==> src/rtl/qsfrc_pkg.sv <==
// How it works
// - controller only: drives clock and select
// - reads over one, two or four lines
// - word length programmable 1 to 128
// - words per frame programmable 1 to 4096
// - three, four or six pin configurations
// - optional word and frame done pulses
// - select-to-data delay of 0 to 3 clocks
// - serial clock mode 0, idles low
// - read data sampled on falling edge
// - select leads first fall by delay+1 periods
// - select drops two periods after last fall
// - primary data line changes on falling edges
// - first command bit set at select, delay+1 periods before first fall
// - any divider value gives even duty
// - processor reads words through word port
package qsfrc_pkg;
    localparam int unsigned MAX_WORD_BITS = 128;
    localparam int unsigned MAX_WORDS = 4096;
    localparam int unsigned CS_TAIL_PERIODS = 2;
    localparam int unsigned DIV_W = 8;
    localparam logic [1:0] WIDTH_SINGLE = 2'h0;
    localparam logic [1:0] WIDTH_DUAL = 2'h1;
    localparam logic [1:0] WIDTH_QUAD = 2'h2;
    localparam logic [1:0] PINS_3 = 2'h0;
    localparam logic [1:0] PINS_4 = 2'h1;
    localparam logic [1:0] PINS_6 = 2'h2;

    typedef struct packed {
        logic [7:0] cmd;
        logic [DIV_W-1:0] serial_clock_divider;
        logic [1:0] cs_lead_delay_field;
        logic [1:0] read_width;
        logic [1:0] pin_mode;
        logic [6:0] word_len_m1;
        logic [11:0] word_cnt_m1;
        logic word_irq_en;
        logic frame_irq_en;
    } qsfrc_cfg_s;

    typedef enum logic [2:0] {
        ST_IDLE, ST_LEAD, ST_CMD, ST_DATA, ST_TAIL
    } qsfrc_state_e;
endpackage

==> src/rtl/qsfrc_clkdiv.sv <==
module qsfrc_clkdiv #(
    parameter int unsigned DIV_W = 8
) (
    // clock and reset
    input wire logic sys_clk,
    input wire logic reset,
    // control
    input wire logic run,
    input wire logic [DIV_W-1:0] div,
    // tick outputs: rise and fall of serial clock
    output logic rise_tick,
    output logic fall_tick
);
    // half period = div+1 system clocks; halves are equal for any div
    logic [DIV_W-1:0] cnt_r;

    if (DIV_W < 2 || DIV_W > 16) begin : g_div_w_check
        $error("qsfrc_clkdiv: DIV_W must be 2 to 16");
    end
    logic phase_r;

    always_ff @(posedge sys_clk) begin
        if (reset || !run) begin
            cnt_r <= '0;
            phase_r <= 1'b0;
        end else if (cnt_r == div) begin
            cnt_r <= '0;
            phase_r <= ~phase_r;
        end else begin
            cnt_r <= cnt_r + 1'b1;
        end
    end

    assign rise_tick = run && (cnt_r == div) && !phase_r;
    assign fall_tick = run && (cnt_r == div) && phase_r;
endmodule // qsfrc_clkdiv

==> src/rtl/qsfrc_ctrl.sv <==
module qsfrc_ctrl (
    // clock and reset
    input wire logic sys_clk,
    input wire logic reset,
    // configuration and start
    input wire qsfrc_pkg::qsfrc_cfg_s cfg,
    input wire logic start,
    // status
    output logic busy,
    // word port to processor side
    output logic [qsfrc_pkg::MAX_WORD_BITS-1:0] rd_word,
    output logic rd_valid,
    output logic word_done_irq,
    output logic frame_done_irq,
    // serial pins
    output logic sclk,
    output logic cs_n,
    output logic [3:0] dq_o,
    output logic [3:0] dq_oe,
    input wire logic [3:0] dq_i
);
    qsfrc_pkg::qsfrc_state_e state_r;
    qsfrc_pkg::qsfrc_cfg_s cfg_r;
    logic rise_tick, fall_tick, run;
    logic [3:0] dq_s1_r, dq_s2_r;
    logic [2:0] lead_r;
    logic [3:0] cmd_bit_r;
    logic [6:0] bit_r;
    logic [11:0] word_r;
    logic [1:0] tail_r;
    logic [qsfrc_pkg::MAX_WORD_BITS-1:0] shift_r;
    logic [7:0] cmd_sh_r;

    function automatic logic [2:0] lanes(input logic [1:0] w, input logic [1:0] pins);
        // dual and quad need the extra data pins of the wider modes
        if (w == qsfrc_pkg::WIDTH_QUAD && pins == qsfrc_pkg::PINS_6) lanes = 3'h4;
        else if (w != qsfrc_pkg::WIDTH_SINGLE && pins != qsfrc_pkg::PINS_3) lanes = 3'h2;
        else lanes = 3'h1;
    endfunction

    // lane group enters at the bottom, so the first bit ends up as msb
    function automatic logic [qsfrc_pkg::MAX_WORD_BITS-1:0] shift_in(
        input logic [qsfrc_pkg::MAX_WORD_BITS-1:0] sh, input logic [3:0] d, input logic [2:0] n);
        case (n)
            3'h4: shift_in = {sh[qsfrc_pkg::MAX_WORD_BITS-5:0], d};
            3'h2: shift_in = {sh[qsfrc_pkg::MAX_WORD_BITS-3:0], d[1:0]};
            default: shift_in = {sh[qsfrc_pkg::MAX_WORD_BITS-2:0], d[1]};
        endcase
    endfunction

    // a word closes on the lane group that reaches its length
    function automatic logic word_end(input logic [6:0] bits, input logic [2:0] n,
        input logic [6:0] len_m1);
        word_end = ({1'b0, bits} + {5'h0, n}) > {1'b0, len_m1};
    endfunction

    logic [2:0] lanes_w;
    assign lanes_w = lanes(cfg_r.read_width, cfg_r.pin_mode);

    assign run = (state_r != qsfrc_pkg::ST_IDLE);

    qsfrc_clkdiv #(.DIV_W(qsfrc_pkg::DIV_W)) u_div (
        .sys_clk(sys_clk),
        .reset(reset),
        .run(run),
        .div(cfg_r.serial_clock_divider),
        .rise_tick(rise_tick),
        .fall_tick(fall_tick)
    );

    // pins are outside the clock domain
    always_ff @(posedge sys_clk) begin
        dq_s1_r <= dq_i;
        dq_s2_r <= dq_s1_r;
    end

    // serial clock runs only between lead and tail; idle low
    always_ff @(posedge sys_clk) begin
        if (reset) sclk <= 1'b0;
        else if (rise_tick && (state_r == qsfrc_pkg::ST_CMD || state_r == qsfrc_pkg::ST_DATA))
            sclk <= 1'b1;
        else if (fall_tick)
            sclk <= 1'b0;
    end

    always_ff @(posedge sys_clk) begin
        if (reset) begin
            state_r <= qsfrc_pkg::ST_IDLE;
            cfg_r <= '0;
            cs_n <= 1'b1;
            lead_r <= '0;
            cmd_bit_r <= '0;
            bit_r <= '0;
            word_r <= '0;
            tail_r <= '0;
            cmd_sh_r <= '0;
        end else begin
            case (state_r)
                qsfrc_pkg::ST_IDLE: begin
                    if (start) begin
                        cfg_r <= cfg;
                        cs_n <= 1'b0;
                        lead_r <= {1'b0, cfg.cs_lead_delay_field} - 3'h1;
                        cmd_sh_r <= cfg.cmd;
                        cmd_bit_r <= '0;
                        bit_r <= '0;
                        word_r <= '0;
                        // no lead periods: first command period gives the one lead
                        state_r <= (cfg.cs_lead_delay_field == 2'h0) ?
                            qsfrc_pkg::ST_CMD : qsfrc_pkg::ST_LEAD;
                    end
                end
                qsfrc_pkg::ST_LEAD: begin
                    // delay idle periods here, plus the first command period
                    if (fall_tick) begin
                        if (lead_r == 3'h0) state_r <= qsfrc_pkg::ST_CMD;
                        else lead_r <= lead_r - 3'h1;
                    end
                end
                qsfrc_pkg::ST_CMD: begin
                    if (fall_tick && sclk) begin
                        cmd_sh_r <= {cmd_sh_r[6:0], 1'b0};
                        cmd_bit_r <= cmd_bit_r + 4'h1;
                        if (cmd_bit_r == 4'h7) state_r <= qsfrc_pkg::ST_DATA;
                    end
                end
                qsfrc_pkg::ST_DATA: begin
                    if (fall_tick && sclk) begin
                        if (word_end(bit_r, lanes_w, cfg_r.word_len_m1)) begin
                            bit_r <= '0;
                            if (word_r == cfg_r.word_cnt_m1) begin
                                tail_r <= '0;
                                state_r <= qsfrc_pkg::ST_TAIL;
                            end else begin
                                word_r <= word_r + 12'h1;
                            end
                        end else begin
                            bit_r <= bit_r + 7'(lanes(cfg_r.read_width, cfg_r.pin_mode));
                        end
                    end
                end
                qsfrc_pkg::ST_TAIL: begin
                    if (fall_tick) begin
                        if (tail_r == 2'(qsfrc_pkg::CS_TAIL_PERIODS - 1)) begin
                            cs_n <= 1'b1;
                            state_r <= qsfrc_pkg::ST_IDLE;
                        end else tail_r <= tail_r + 2'h1;
                    end
                end
                default: state_r <= qsfrc_pkg::ST_IDLE;
            endcase
        end
    end

    // command out on primary line, moving with the serial clock fall
    always_ff @(posedge sys_clk) begin
        if (reset) begin
            dq_o <= '0;
            dq_oe <= '0;
        end else if (state_r == qsfrc_pkg::ST_IDLE && start) begin
            dq_o <= {3'h0, cfg.cmd[7]};
            // dq1 left to the flash from select onward
            dq_oe <= 4'h1;
        end else if (state_r == qsfrc_pkg::ST_CMD && fall_tick && sclk) begin
            dq_o <= {3'h0, cmd_sh_r[6]};
            // all lines released for the read phase
            if (cmd_bit_r == 4'h7) dq_oe <= 4'h0;
        end
    end

    // capture on the falling edge, data launched by flash one fall earlier
    always_ff @(posedge sys_clk) begin
        if (reset) begin
            shift_r <= '0;
            rd_word <= '0;
            rd_valid <= 1'b0;
            word_done_irq <= 1'b0;
            frame_done_irq <= 1'b0;
        end else begin
            rd_valid <= 1'b0;
            word_done_irq <= 1'b0;
            frame_done_irq <= 1'b0;
            if (state_r == qsfrc_pkg::ST_DATA && fall_tick && sclk) begin
                shift_r <= shift_in(shift_r, dq_s2_r, lanes_w);
                if (word_end(bit_r, lanes_w, cfg_r.word_len_m1)) begin
                    // last lane group must land in the word it closes
                    rd_word <= shift_in(shift_r, dq_s2_r, lanes_w);
                    rd_valid <= 1'b1;
                    word_done_irq <= cfg_r.word_irq_en;
                    frame_done_irq <= cfg_r.frame_irq_en && (word_r == cfg_r.word_cnt_m1);
                end
            end
        end
    end

    always_ff @(posedge sys_clk) begin
        if (reset) busy <= 1'b0;
        else busy <= run || start;
    end
endmodule // qsfrc_ctrl

==> config.mk <==
export PLATFORM = sky130hd
export DESIGN_NAME = qsfrc_ctrl
export DESIGN_NICKNAME = d
export VERILOG_FILES = /design/src/rtl/qsfrc_pkg.sv /design/src/rtl/qsfrc_clkdiv.sv /design/src/rtl/qsfrc_ctrl.sv
export SDC_FILE = /design/constraint.sdc
export NUM_CORES = 1
export LEC_CHECK = 0
export ABC_AREA = 1
export BUFFER_PORTS_ARGS = -buffer_cell sky130_fd_sc_hd__buf_2
export CELL_PAD_IN_SITES_DETAIL_PLACEMENT = 2
export CELL_PAD_IN_SITES_GLOBAL_PLACEMENT = 2
export CORE_MARGIN = 4
export CORE_UTILIZATION = 35
export CTS_BUF_LIST = sky130_fd_sc_hd__clkbuf_4 sky130_fd_sc_hd__clkbuf_8 sky130_fd_sc_hd__clkbuf_16
export CTS_CLUSTER_SIZE = 10
export DETAILED_ROUTE_END_ITERATION = 8
export GPL_TIMING_DRIVEN = 0
export PLACE_DENSITY = 0.85
export SYNTH_ARGS = -nofsm -noshare
export SYNTH_HDL_FRONTEND = slang
export SYNTH_SLANG_ARGS = --single-unit
export TNS_END_PERCENT = 50
==> constraint.sdc <==
create_clock -name sys_clk -period 6.4 [get_ports sys_clk]
set_input_delay 0.96 -clock sys_clk [delete_from_list [all_inputs] [get_ports sys_clk]]
set_output_delay 0.96 -clock sys_clk [all_outputs]
set_load 0.01 [all_outputs]
==> flow_summary.ini, run 1 <==
[status]
outcome = finished, final reports clean

[timing]
final.min_clock_period_ns = 5.64
setup_tns_ns = 0
slew_headroom = 0.288
rsz0062_at_grt = no
whs_ns = 0.329
hold_viol = 0
fin_skew_ns = 0.0163
max_clock_freq_mhz = 177
tightest_slew_ns = 1.07
drv_slew = 0
setup_viol = 0
fin_crit_sh = 0.881

[place]
place_congestion = 0.850
placedInstanceArea_sq_mm = 0.0175
hpwl_mm = 45.6
portBuffers = 184

[critical_path]
cp_max_fo = 11
regToRegSetupSlack_ns = 0.76
worst_ep_required_time_ns = 6.90
end_kind = flop
startpoint_type = flop
critPathKind = flop to flop
worst_ep_arrival_time_ns = 6.14

[clocking]
cts_buffer_depth = 3
root_buffer = clkbuf_16
postCtsResizedCells = 0
holdBufCountCts = 0
cts_tree = yes
numCtsBuffers = 43
cts_sinks = 351
clkTransAtPathRegs_ns = 0.06
htreeDepth = 2
post_cts_buffers = 0
insertion_delay_ns = 0.57

[floorplanning]
die_width_um = 220
start_util = 0.355
die_h_um = 220
dieArea_sq_mm = 0.0485
rows = 77
ios = 192
coreArea_sq_mm = 0.0444

[route]
ant_nets = 0
drc_errors = 0
vias = 16400
vias_per_cell = 5.32
drtPass1Iterations = 5
drt-total-wl_mm = 64.3
avgRoutedWirePerCell_um = 20.9
drt_iter0_markers = 826

[grt]
antenna_found_initial = 0
grt_pass1_vias = 18000
grt_max_degree = 12
gr-total-overflow = 0
grt_pass1_wl_mm = 100
track_usage = 0.259

[power]
switchingPower_mw = 2.01
clockPowerShare = 0.386
p_comb_frac = 0.213
vdd_drop_max_mv = 0.174
p_sw_frac = 0.332
p_int_mw = 4.04
fin_total_pwr_mw = 6.04
seqPwrFrac = 0.401
power_density_mw_per_mm2 = 322
p_leak_nw = 7.56

[synth]
synth-adder-area-share = 0.0132
synthesis.area_sq_mm = 0.0158
synth_xor_area_frac = 0.0117
synth_top_family_by_area = simple AND/OR/NAND/NOR gates
ys_warn_count = 0
synth_largest_area_cell = dfxtp_1
syn_inst = 2236
synth_edf_count = 0
synth_top_flop_cell = dfxtp_1
yosys-top-cells-count = 461 x nor2_1, 443 x nand2_1, 351 x dfxtp_1
synth_seq_cells = 351
synth_top_area_share = 0.445
synthSimpleGateAreaFrac = 0.236
synth-compound-area-share = 0.201
synth.distinct_cells = 36
ys_seq_area_frac = 0.445
ys_top_cells_by_area = dfxtp_1 45%, nor2_1 11%, nand2_1 11%
synth_async_sr_flop_share = 0
synth_most_common_cell = nor2_1
postSynthAreaPerCell_sq_um = 7.06
synth.area.mux_share = 0

[layout]
n_fill_cell = 5283
drive_above_1_share = 0.126
syn_to_final_growth_pct = 18.9
final_cell_area_sq_mm = 0.0188
fin_nets = 2536

[hold_path]
hp-class = flop to flop

[job]
max-cap-violations = 0
cells in the final DEF, fill, tap and decap left out, drive strengths merged:
cell type and n:
nor4 1, o21bai 1, clkbuf 148, nand4 6, nor3b 3, a221oi 4, diode 1, nand3 30
o211ai 21, xor2 7, ha 15, xnor2 14, nor2 467, o221ai 35, a211oi 71, a21oi 168
inv 191, nor3 10, clkinv 1, nand2 443, buf 246, o22ai 45, or2 1, conb 6
o21ai 201, dfxtp 351, fa 1
layout make-up:
type | instances | area (sq um) | area share
antenna | 1 | 2.50 | 0.000133
timing repair buffer | 184 | 921 | 0.0491
clock buffer | 61 | 1280 | 0.0685
sequential | 351 | 7030 | 0.375
clock inverter | 1 | 8.76 | 0.000467
tap | 592 | 741 | 0.0395
inverter | 191 | 717 | 0.0382
buffer | 149 | 744 | 0.0397
multi-input combinational | 1550 | 7310 | 0.390
cell families (layout without fill, tap and decap cells):
group / count (synthesis) / after routing
and+or+nand+nor: 961 / 961
DFF: 351 / 351
adders and majority gates: 16 / 16
xor gates and xnor gates: 21 / 21
other: 1 / 7
buffers and inverters: 340 / 586
AOI/OAI and AO/OA: 546 / 546
layer usage:
layer,vias up,track usage,wire length [um],part of all wire
met3,108,0.0313,2400,0.037
met1,8213,0.319,27600,0.43
met5,-,0,0,0
met4,0,0.0802,1650,0.026
met2,335,0.470,32600,0.51
li1,7743,-,-,-
path summary, 6_finish.rpt:
path,depth (start not counted),end,start
setup reg to reg,22,rd_word[33],cfg_r[21]
setup / recovery,22,rd_word[33],cfg_r[21]
hold reg to reg,0,dq_s2_r[2],dq_s1_r[2]
hold / removal,0,dq_s2_r[2],dq_s1_r[2]
registers in the layout (all words and copies together), names as in the netlist, 2 cells and up:
register	flops
bit_r	7
cfg_r	33
cmd_bit_r	4
cmd_sh_r	7
dq_s1_r	4
dq_s2_r	4
lead_r	3
rd_word	128
shift_r	127
state_r	3
tail_r	2
u_div.cnt_r	8
word_r	12
power groups by stage:
stage | Combinational (mW) | Sequential, mW | Clock (mW)
after global placement | 1.18 | 2.46 | 0
final | 1.29 | 2.42 | 2.33
after CTS | 1.29 | 2.42 | 2.37
after floorplan | 0.816 | 2.44 | 0
after global routing | 1.44 | 2.44 | 2.47
after detailed placement | 1.26 | 2.47 | 0
critical path, cell delays in order, from the launching register on:
cell	delay [ns]
dfxtp_1	0.33
o22ai_1	0.17
buf_1	0.54
nor2_2	0.27
clkbuf_1	0.45
fa_1	0.58
nand2_1	0.09
inv_1	0.04
o21ai_0	0.28
nor2_1	0.12
nand2_1	0.09
xor2_1	0.14
inv_1	0.07
ha_1	0.30
nand3_1	0.15
nor3_1	0.18
o21ai_0	0.13
nand2_1	0.35
inv_1	0.08
nand2_1	0.36
clkbuf_1	0.38
o21ai_0	0.27
nor2_1	0.17
metrics by stage:
step | worst slack, ns | utilization | cells
final | 0.763 | 0.422 | 3080
after global routing | 0.406 | 0.422 | 3079
after CTS | 0.840 | 0.422 | 3079
after detailed placement | 0.932 | 0.393 | 3017
after global placement | 1.16 | 0.393 | 3017
after floorplan | 2.73 | - | 2241
No activity file was read; power rests on OpenSTA's default activity.
==> run 2: changes to the inputs <==
--- a/config.mk
+++ b/config.mk
@@ -16,6 +16,7 @@
 export DETAILED_ROUTE_END_ITERATION = 8
 export GPL_TIMING_DRIVEN = 0
 export PLACE_DENSITY = 0.85
+export REMOVE_ABC_BUFFERS = 1
 export SYNTH_ARGS = -nofsm -noshare
 export SYNTH_HDL_FRONTEND = slang
 export SYNTH_SLANG_ARGS = --single-unit
==> constraint.sdc (replaced) <==
create_clock -name sys_clk -period 7.2 [get_ports sys_clk]
set_input_delay 1.08 -clock sys_clk [delete_from_list [all_inputs] [get_ports sys_clk]]
set_output_delay 1.08 -clock sys_clk [all_outputs]
set_load 0.01 [all_outputs]
==> flow_summary.ini, run 2 (synthesis results as in run 1) <==
[place]
place_congestion = 0.808
dp_slack_ns = 1.97
place_inst = 2889
hpwl_mm = 35.6
portBuffers = 185

[clocking]
holdBufCountCts = 0
clkTransAtPathRegs_ns = 0.06
cts_buffer_depth = 3
htreeDepth = 2
numCtsBuffers = 43
cts_sinks = 351
postCtsResizedCells = 0
insertion_delay_ns = 0.55
post_cts_buffers = 0
root_buffer = clkbuf_16
cts_tree = yes

[power]
vdd_drop_max_mv = 0.150
switchingPower_mw = 1.68
p_sw_frac = 0.318
fin_total_pwr_mw = 5.30
seqPwrFrac = 0.408
p_leak_nw = 7.38
p_int_mw = 3.62
power_density_mw_per_mm2 = 286
p_comb_frac = 0.202
clockPowerShare = 0.390

[timing]
finalWorstSetupSlack_ns = 2.06
tightest_slew_ns = 1.29
fin_skew_ns = 0.0115
fin_crit_sh = 0.714
setup_tns_ns = 0
drv_slew = 0
setup_viol = 0
hold_viol = 0
max_clock_freq_mhz = 195
final.min_clock_period_ns = 5.14
slew_headroom = 0.137
rsz0062_at_grt = no

[job]
max-cap-violations = 0

[layout]
layout.cells.most_common = nor2_1
fin_nets = 2408
layout_common_cells = 460 x nor2_1, 442 x nand2_1, 351 x dfxtp_1
drive_above_1_share = 0.123
num_antenna_cells = 0
post-route-util = 0.417
reg_top3 = rd_word (128), shift_r (127), cfg_r (33)
n_fill_cell = 5243
final_cells = 2953
largest_reg_flops = 128
regMostFlops = rd_word
syn_to_final_growth_pct = 17.4

[grt]
gr-total-overflow = 0
antenna_found_initial = 0
grt_max_degree = 119
grt_pass1_vias = 16900
track_usage = 0.219
grt_pass1_wl_mm = 87.9

[critical_path]
cp_max_fo = 44
startpoint_type = flop
crit_family = simple AND/OR/NAND/NOR gates
critPathKind = flop to flop
critPathMaxStageDelay_ns = 0.57
end_kind = flop
critPathBufInv = 8
slowest_stage = nor2_4
worst_ep_required_time_ns = 7.63
worst_ep_arrival_time_ns = 5.57
cp_common_cell = nand2_1

[floorplanning]
rows = 77
dieArea_sq_mm = 0.0485
ios = 192
die_h_um = 220
die_width_um = 220
coreArea_sq_mm = 0.0444
start_util = 0.355

[route]
vias = 15400
drtPass1Iterations = 4
ant_nets = 0
vias_per_cell = 5.20
drt-total-wl_mm = 53.7
avgRoutedWirePerCell_um = 18.2
drt_iter0_markers = 626
drc_errors = 0

[status]
outcome = finished, final reports clean

[hold_path]
hp-class = flop to flop
==> run 2: changes by cell type in the layout (fill, tap and decap cells not counted), moves of 2 or more <==
cell      before  now
clkbuf_1      87    0
buf_2        203  184
buf_4         19    1
buf_12         0   14
buf_1         12    0
buf_6         12    0
buf_16         0    5
clkbuf_8       6    8
inv_4          0    2
nor2_4         1    3
==> run 2: metrics by stage <==
step	hold WS (ns)	area [sq um]
3_5_place_dp	0.318	17200
2_1_floorplan	0.310	15100
5_1_grt	0.327	18500
3_3_place_gp	0.317	16700
4_1_cts	0.325	18500
6_report	0.326	18500
==> run 2: worst reg2reg max path: stages, from the launching register on <==
cell     delay, ns
dfxtp_1       0.42
nand2_1       0.12
nor3_4        0.23
buf_16        0.20
buf_8         0.20
nor2_4        0.09
fa_1          0.48
nand2_1       0.09
inv_1         0.04
o21ai_0       0.24
nor2_1        0.11
nand2_1       0.09
xor2_1        0.16
inv_1         0.09
ha_1          0.30
nand3_1       0.10
inv_1         0.07
nand2_1       0.05
nand2_1       0.06
nand2_1       0.25
nor2_4        0.57
buf_12        0.29
buf_12        0.24
buf_12        0.25
nand2_1       0.11
nand2_1       0.09
nor2_1        0.06
==> run 2: path summary, 6_finish.rpt <==
kind | cells past startpoint | slack, ns | end | start
worst min register to register | 0 | 0.33 | dq_s2_r[1] | dq_s1_r[1]
worst min-delay path | 0 | 0.33 | dq_s2_r[1] | dq_s1_r[1]
worst max register to register | 26 | 2.06 | rd_word[67] | cfg_r[24]
worst max-delay path | 26 | 2.06 | rd_word[67] | cfg_r[24]
==> run 2: metal layers <==
metal  routed length, um  vias up  GRT usage
met5                   0        -          0
met4                1330        0     0.0647
met3                1740       81     0.0336
met2               26700      208      0.391
met1               23900     7592      0.274
li1                    -     7489          -
==> run 2: cell type report <==
class | instances | area [sq um] | share of cell area
multi-input combinational | 1550 | 7340 | 0.397
tap | 592 | 741 | 0.0400
inverter | 191 | 727 | 0.0393
timing repair buffer | 205 | 1360 | 0.0735
clock buffer | 63 | 1310 | 0.0708
sequential | 351 | 7030 | 0.380
clock inverter | 1 | 5.00 | 0.000270
==> run 2: power groups by stage <==
stage	registers (mW)	clock network [mW]	logic, mW
after global placement	2.19	0	0.977
after global routing	2.18	2.22	1.22
after CTS	2.16	2.13	1.08
after floorplan	2.17	0	0.692
final	2.16	2.07	1.07
after detailed placement	2.20	0	1.06
==> run 3: changes to the inputs <==
--- a/config.mk
+++ b/config.mk
@@ -5,17 +5,17 @@
 export SDC_FILE = /design/constraint.sdc
 export NUM_CORES = 1
 export LEC_CHECK = 0
-export ABC_AREA = 1
+export ABC_AREA = 0
 export BUFFER_PORTS_ARGS = -buffer_cell sky130_fd_sc_hd__buf_2
 export CELL_PAD_IN_SITES_DETAIL_PLACEMENT = 2
 export CELL_PAD_IN_SITES_GLOBAL_PLACEMENT = 2
 export CORE_MARGIN = 4
-export CORE_UTILIZATION = 35
+export CORE_UTILIZATION = 34
 export CTS_BUF_LIST = sky130_fd_sc_hd__clkbuf_4 sky130_fd_sc_hd__clkbuf_8 sky130_fd_sc_hd__clkbuf_16
 export CTS_CLUSTER_SIZE = 10
 export DETAILED_ROUTE_END_ITERATION = 8
 export GPL_TIMING_DRIVEN = 0
-export PLACE_DENSITY = 0.85
+export PLACE_DENSITY = 0.8
 export REMOVE_ABC_BUFFERS = 1
 export SYNTH_ARGS = -nofsm -noshare
 export SYNTH_HDL_FRONTEND = slang
==> constraint.sdc (replaced) <==
create_clock -name sys_clk -period 4.9 [get_ports sys_clk]
set_input_delay 0.735 -clock sys_clk [delete_from_list [all_inputs] [get_ports sys_clk]]
set_output_delay 0.735 -clock sys_clk [all_outputs]
set_load 0.01 [all_outputs]
==> flow_summary.ini, run 3 <==
[critical_path]
cp_max_fo = 42
r2r-end = word_r[5]
worst_ep_arrival_time_ns = 5.04
ff2ff_path_depth = 14
regToRegSetupSlack_ns = 0.35
critPathBufInv = 1
slowest_stage = o22ai_4
critPathMaxStageDelay_ns = 0.57
startpoint_type = flop
cp_cell_sequence = o22ai_4 > buf_12 > nor2_1 > fa_1 > a21o_1 > nand2_1 > xnor2_1 > ha_1 > and3_1 > a22oi_1 > a31oi_4 > a211o_1 > or4_1 > o21ai_1
crit_family = compound AO/OA/AOI/OAI gates
critPathKind = flop to flop
reg2reg_from = cfg_r[21]
end_kind = flop
worst_ep_required_time_ns = 5.39

[timing]
final.min_clock_period_ns = 4.55
slew_headroom = 0.288
max_clock_freq_mhz = 220
hold_viol = 0
tightest_slew_ns = 1.06
fin_crit_sh = 0.929
setup_tns_ns = 0
fin_skew_ns = 0.0157
setup_viol = 0
rsz0062_at_grt = no
drv_slew = 0

[route]
drt_iter0_markers = 595
drc_errors = 0
vias = 14500
ant_nets = 0
avgRoutedWirePerCell_um = 19.6
vias_per_cell = 5.32
drtPass1Iterations = 4
drt-total-wl_mm = 53.6

[synth]
synth_top_flop_cell = dfxtp_1
synth_seq_cells = 351
synthSimpleGateAreaFrac = 0.215
synth-compound-area-share = 0.170
synthesis.area_sq_mm = 0.0158
yosys-top-cells-count = 491 x nand2_1, 351 x dfxtp_1, 212 x a21oi_1
ys_seq_area_frac = 0.445
syn_inst = 1993
synth_top_area_share = 0.445
synth_async_sr_flop_share = 0
synth_edf_count = 0
synth-adder-area-share = 0.0131
postSynthAreaPerCell_sq_um = 7.93
synth.area.mux_share = 0.0901
synth_most_common_cell = nand2_1
ys_top_cells_by_area = dfxtp_1 44%, nand2_1 12%, mux2i_1 8.9%
synth_xor_area_frac = 0.0194
ys_warn_count = 0
synth_top_family_by_area = simple AND/OR/NAND/NOR gates
synth.distinct_cells = 69
synth_largest_area_cell = dfxtp_1

[clocking]
insertion_delay_ns = 0.57
cts_buffer_depth = 3
cts_sinks = 351
htreeDepth = 2
holdBufCountCts = 0
numCtsBuffers = 43
cts_tree = yes
root_buffer = clkbuf_16
clkTransAtPathRegs_ns = 0.06

[layout]
final_cells = 2732
syn_to_final_growth_pct = 19.8
layout.cells.most_common = nand2_1
regMostFlops = rd_word
num_antenna_cells = 0
drive_above_1_share = 0.149
largest_reg_flops = 128
layout_common_cells = 490 x nand2_1, 351 x dfxtp_1, 212 x a21oi_1
reg_top3 = rd_word (128), shift_r (127), cfg_r (33)
fin_nets = 2177

[power]
p_leak_nw = 6.46
vdd_drop_max_mv = 0.256
power_density_mw_per_mm2 = 379

[hold_path]
min_from = dq_i[0]
hp-class = primary input to flop
hold_path_depth = 1
min_to = dq_s1_r[0]

[grt]
track_usage = 0.203
grt_max_degree = 149
gr-total-overflow = 0
grt_pass1_vias = 15900
grt_pass1_wl_mm = 85.0
antenna_found_initial = 0

[floorplanning]
die_width_um = 224
coreArea_sq_mm = 0.0457
start_util = 0.346
ios = 192
rows = 78
die_h_um = 224
dieArea_sq_mm = 0.0500

[place]
portBuffers = 185
place_congestion = 0.791
place_inst = 2657
hpwl_mm = 35.1

[job]
max-cap-violations = 0

[status]
outcome = finished, final reports clean
==> run 3: cell count changes after synthesis, sizes merged, moves of 46 or more <==
cell / delta
a21oi: +46
nand2: +49
nor3: +48
o21ai: -108
mux2i: +140
inv: -178
nor2: -285
==> run 3: worst max-delay path by stage <==
| stage | start | endpoint | depth (start not counted) |
|---|---|---|---|
| floorplan | cfg_r[24] | word_r[0] | 14 |
| global placement | cfg_r[24] | rd_word[59] | 13 |
| detailed placement | cfg_r[24] | word_r[1] | 14 |
| CTS | cfg_r[21] | word_r[1] | 13 |
| global route | cfg_r[21] | word_r[5] | 15 |
| finish | cfg_r[21] | word_r[5] | 14 |
==> run 3: layout make-up <==
cell class	count	area (sq um)
Multi-Input combinational cell	1476	8160
Timing Repair Buffer	227	1630
Clock buffer	63	1270
Tap cell	600	751
Clock inverter	3	32.5
Sequential cell	351	7030
Inverter	12	45.0
Fill cell	5095	26700
==> run 3: what timing repair did <==
action                     4_1_cts  5_1_grt
cloned                           0        2
gates resized for setup          1        3
pin swaps                        0        4
setup endpoints to repair        5       86
setup buffers                    0        7
==> run 3: kinds of logic after synthesis <==
logic type,after synthesis
and+or+nand+nor,820
xor gates and xnor gates,35
adders and majority gates,16
buffers and inverters,173
other,1
muxes,142
DFF,351
AOI/OAI and AO/OA,455
==> run 3: report_power, final <==
group	internal [mW]	total [mW]	switching, mW
combinational	0.330	1.08	0.752
clock	1.79	3.03	1.24
sequential	2.95	3.06	0.106
==> run 3: metal layers <==
metal	wire, um	GRT usage
met3	1610	0.0315
met5	0	0
met2	27000	0.375
met4	932	0.0451
met1	24000	0.249
==> run 3: stage by stage <==
step                      cell area, sq um  power [mW]  setup slack (ns)   util  hold WS (ns)
after floorplan                      15100        3.72            -13.05      -         0.310
after CTS                            18800        7.23           0.00800  0.412         0.248
after global routing                 18900        7.49            0.0860  0.414         0.255
after global placement               16800        4.06            -20.31  0.368         0.316
after detailed placement             17500        4.18           -0.0445  0.383         0.316
final                                18900        7.17             0.348  0.414         0.285
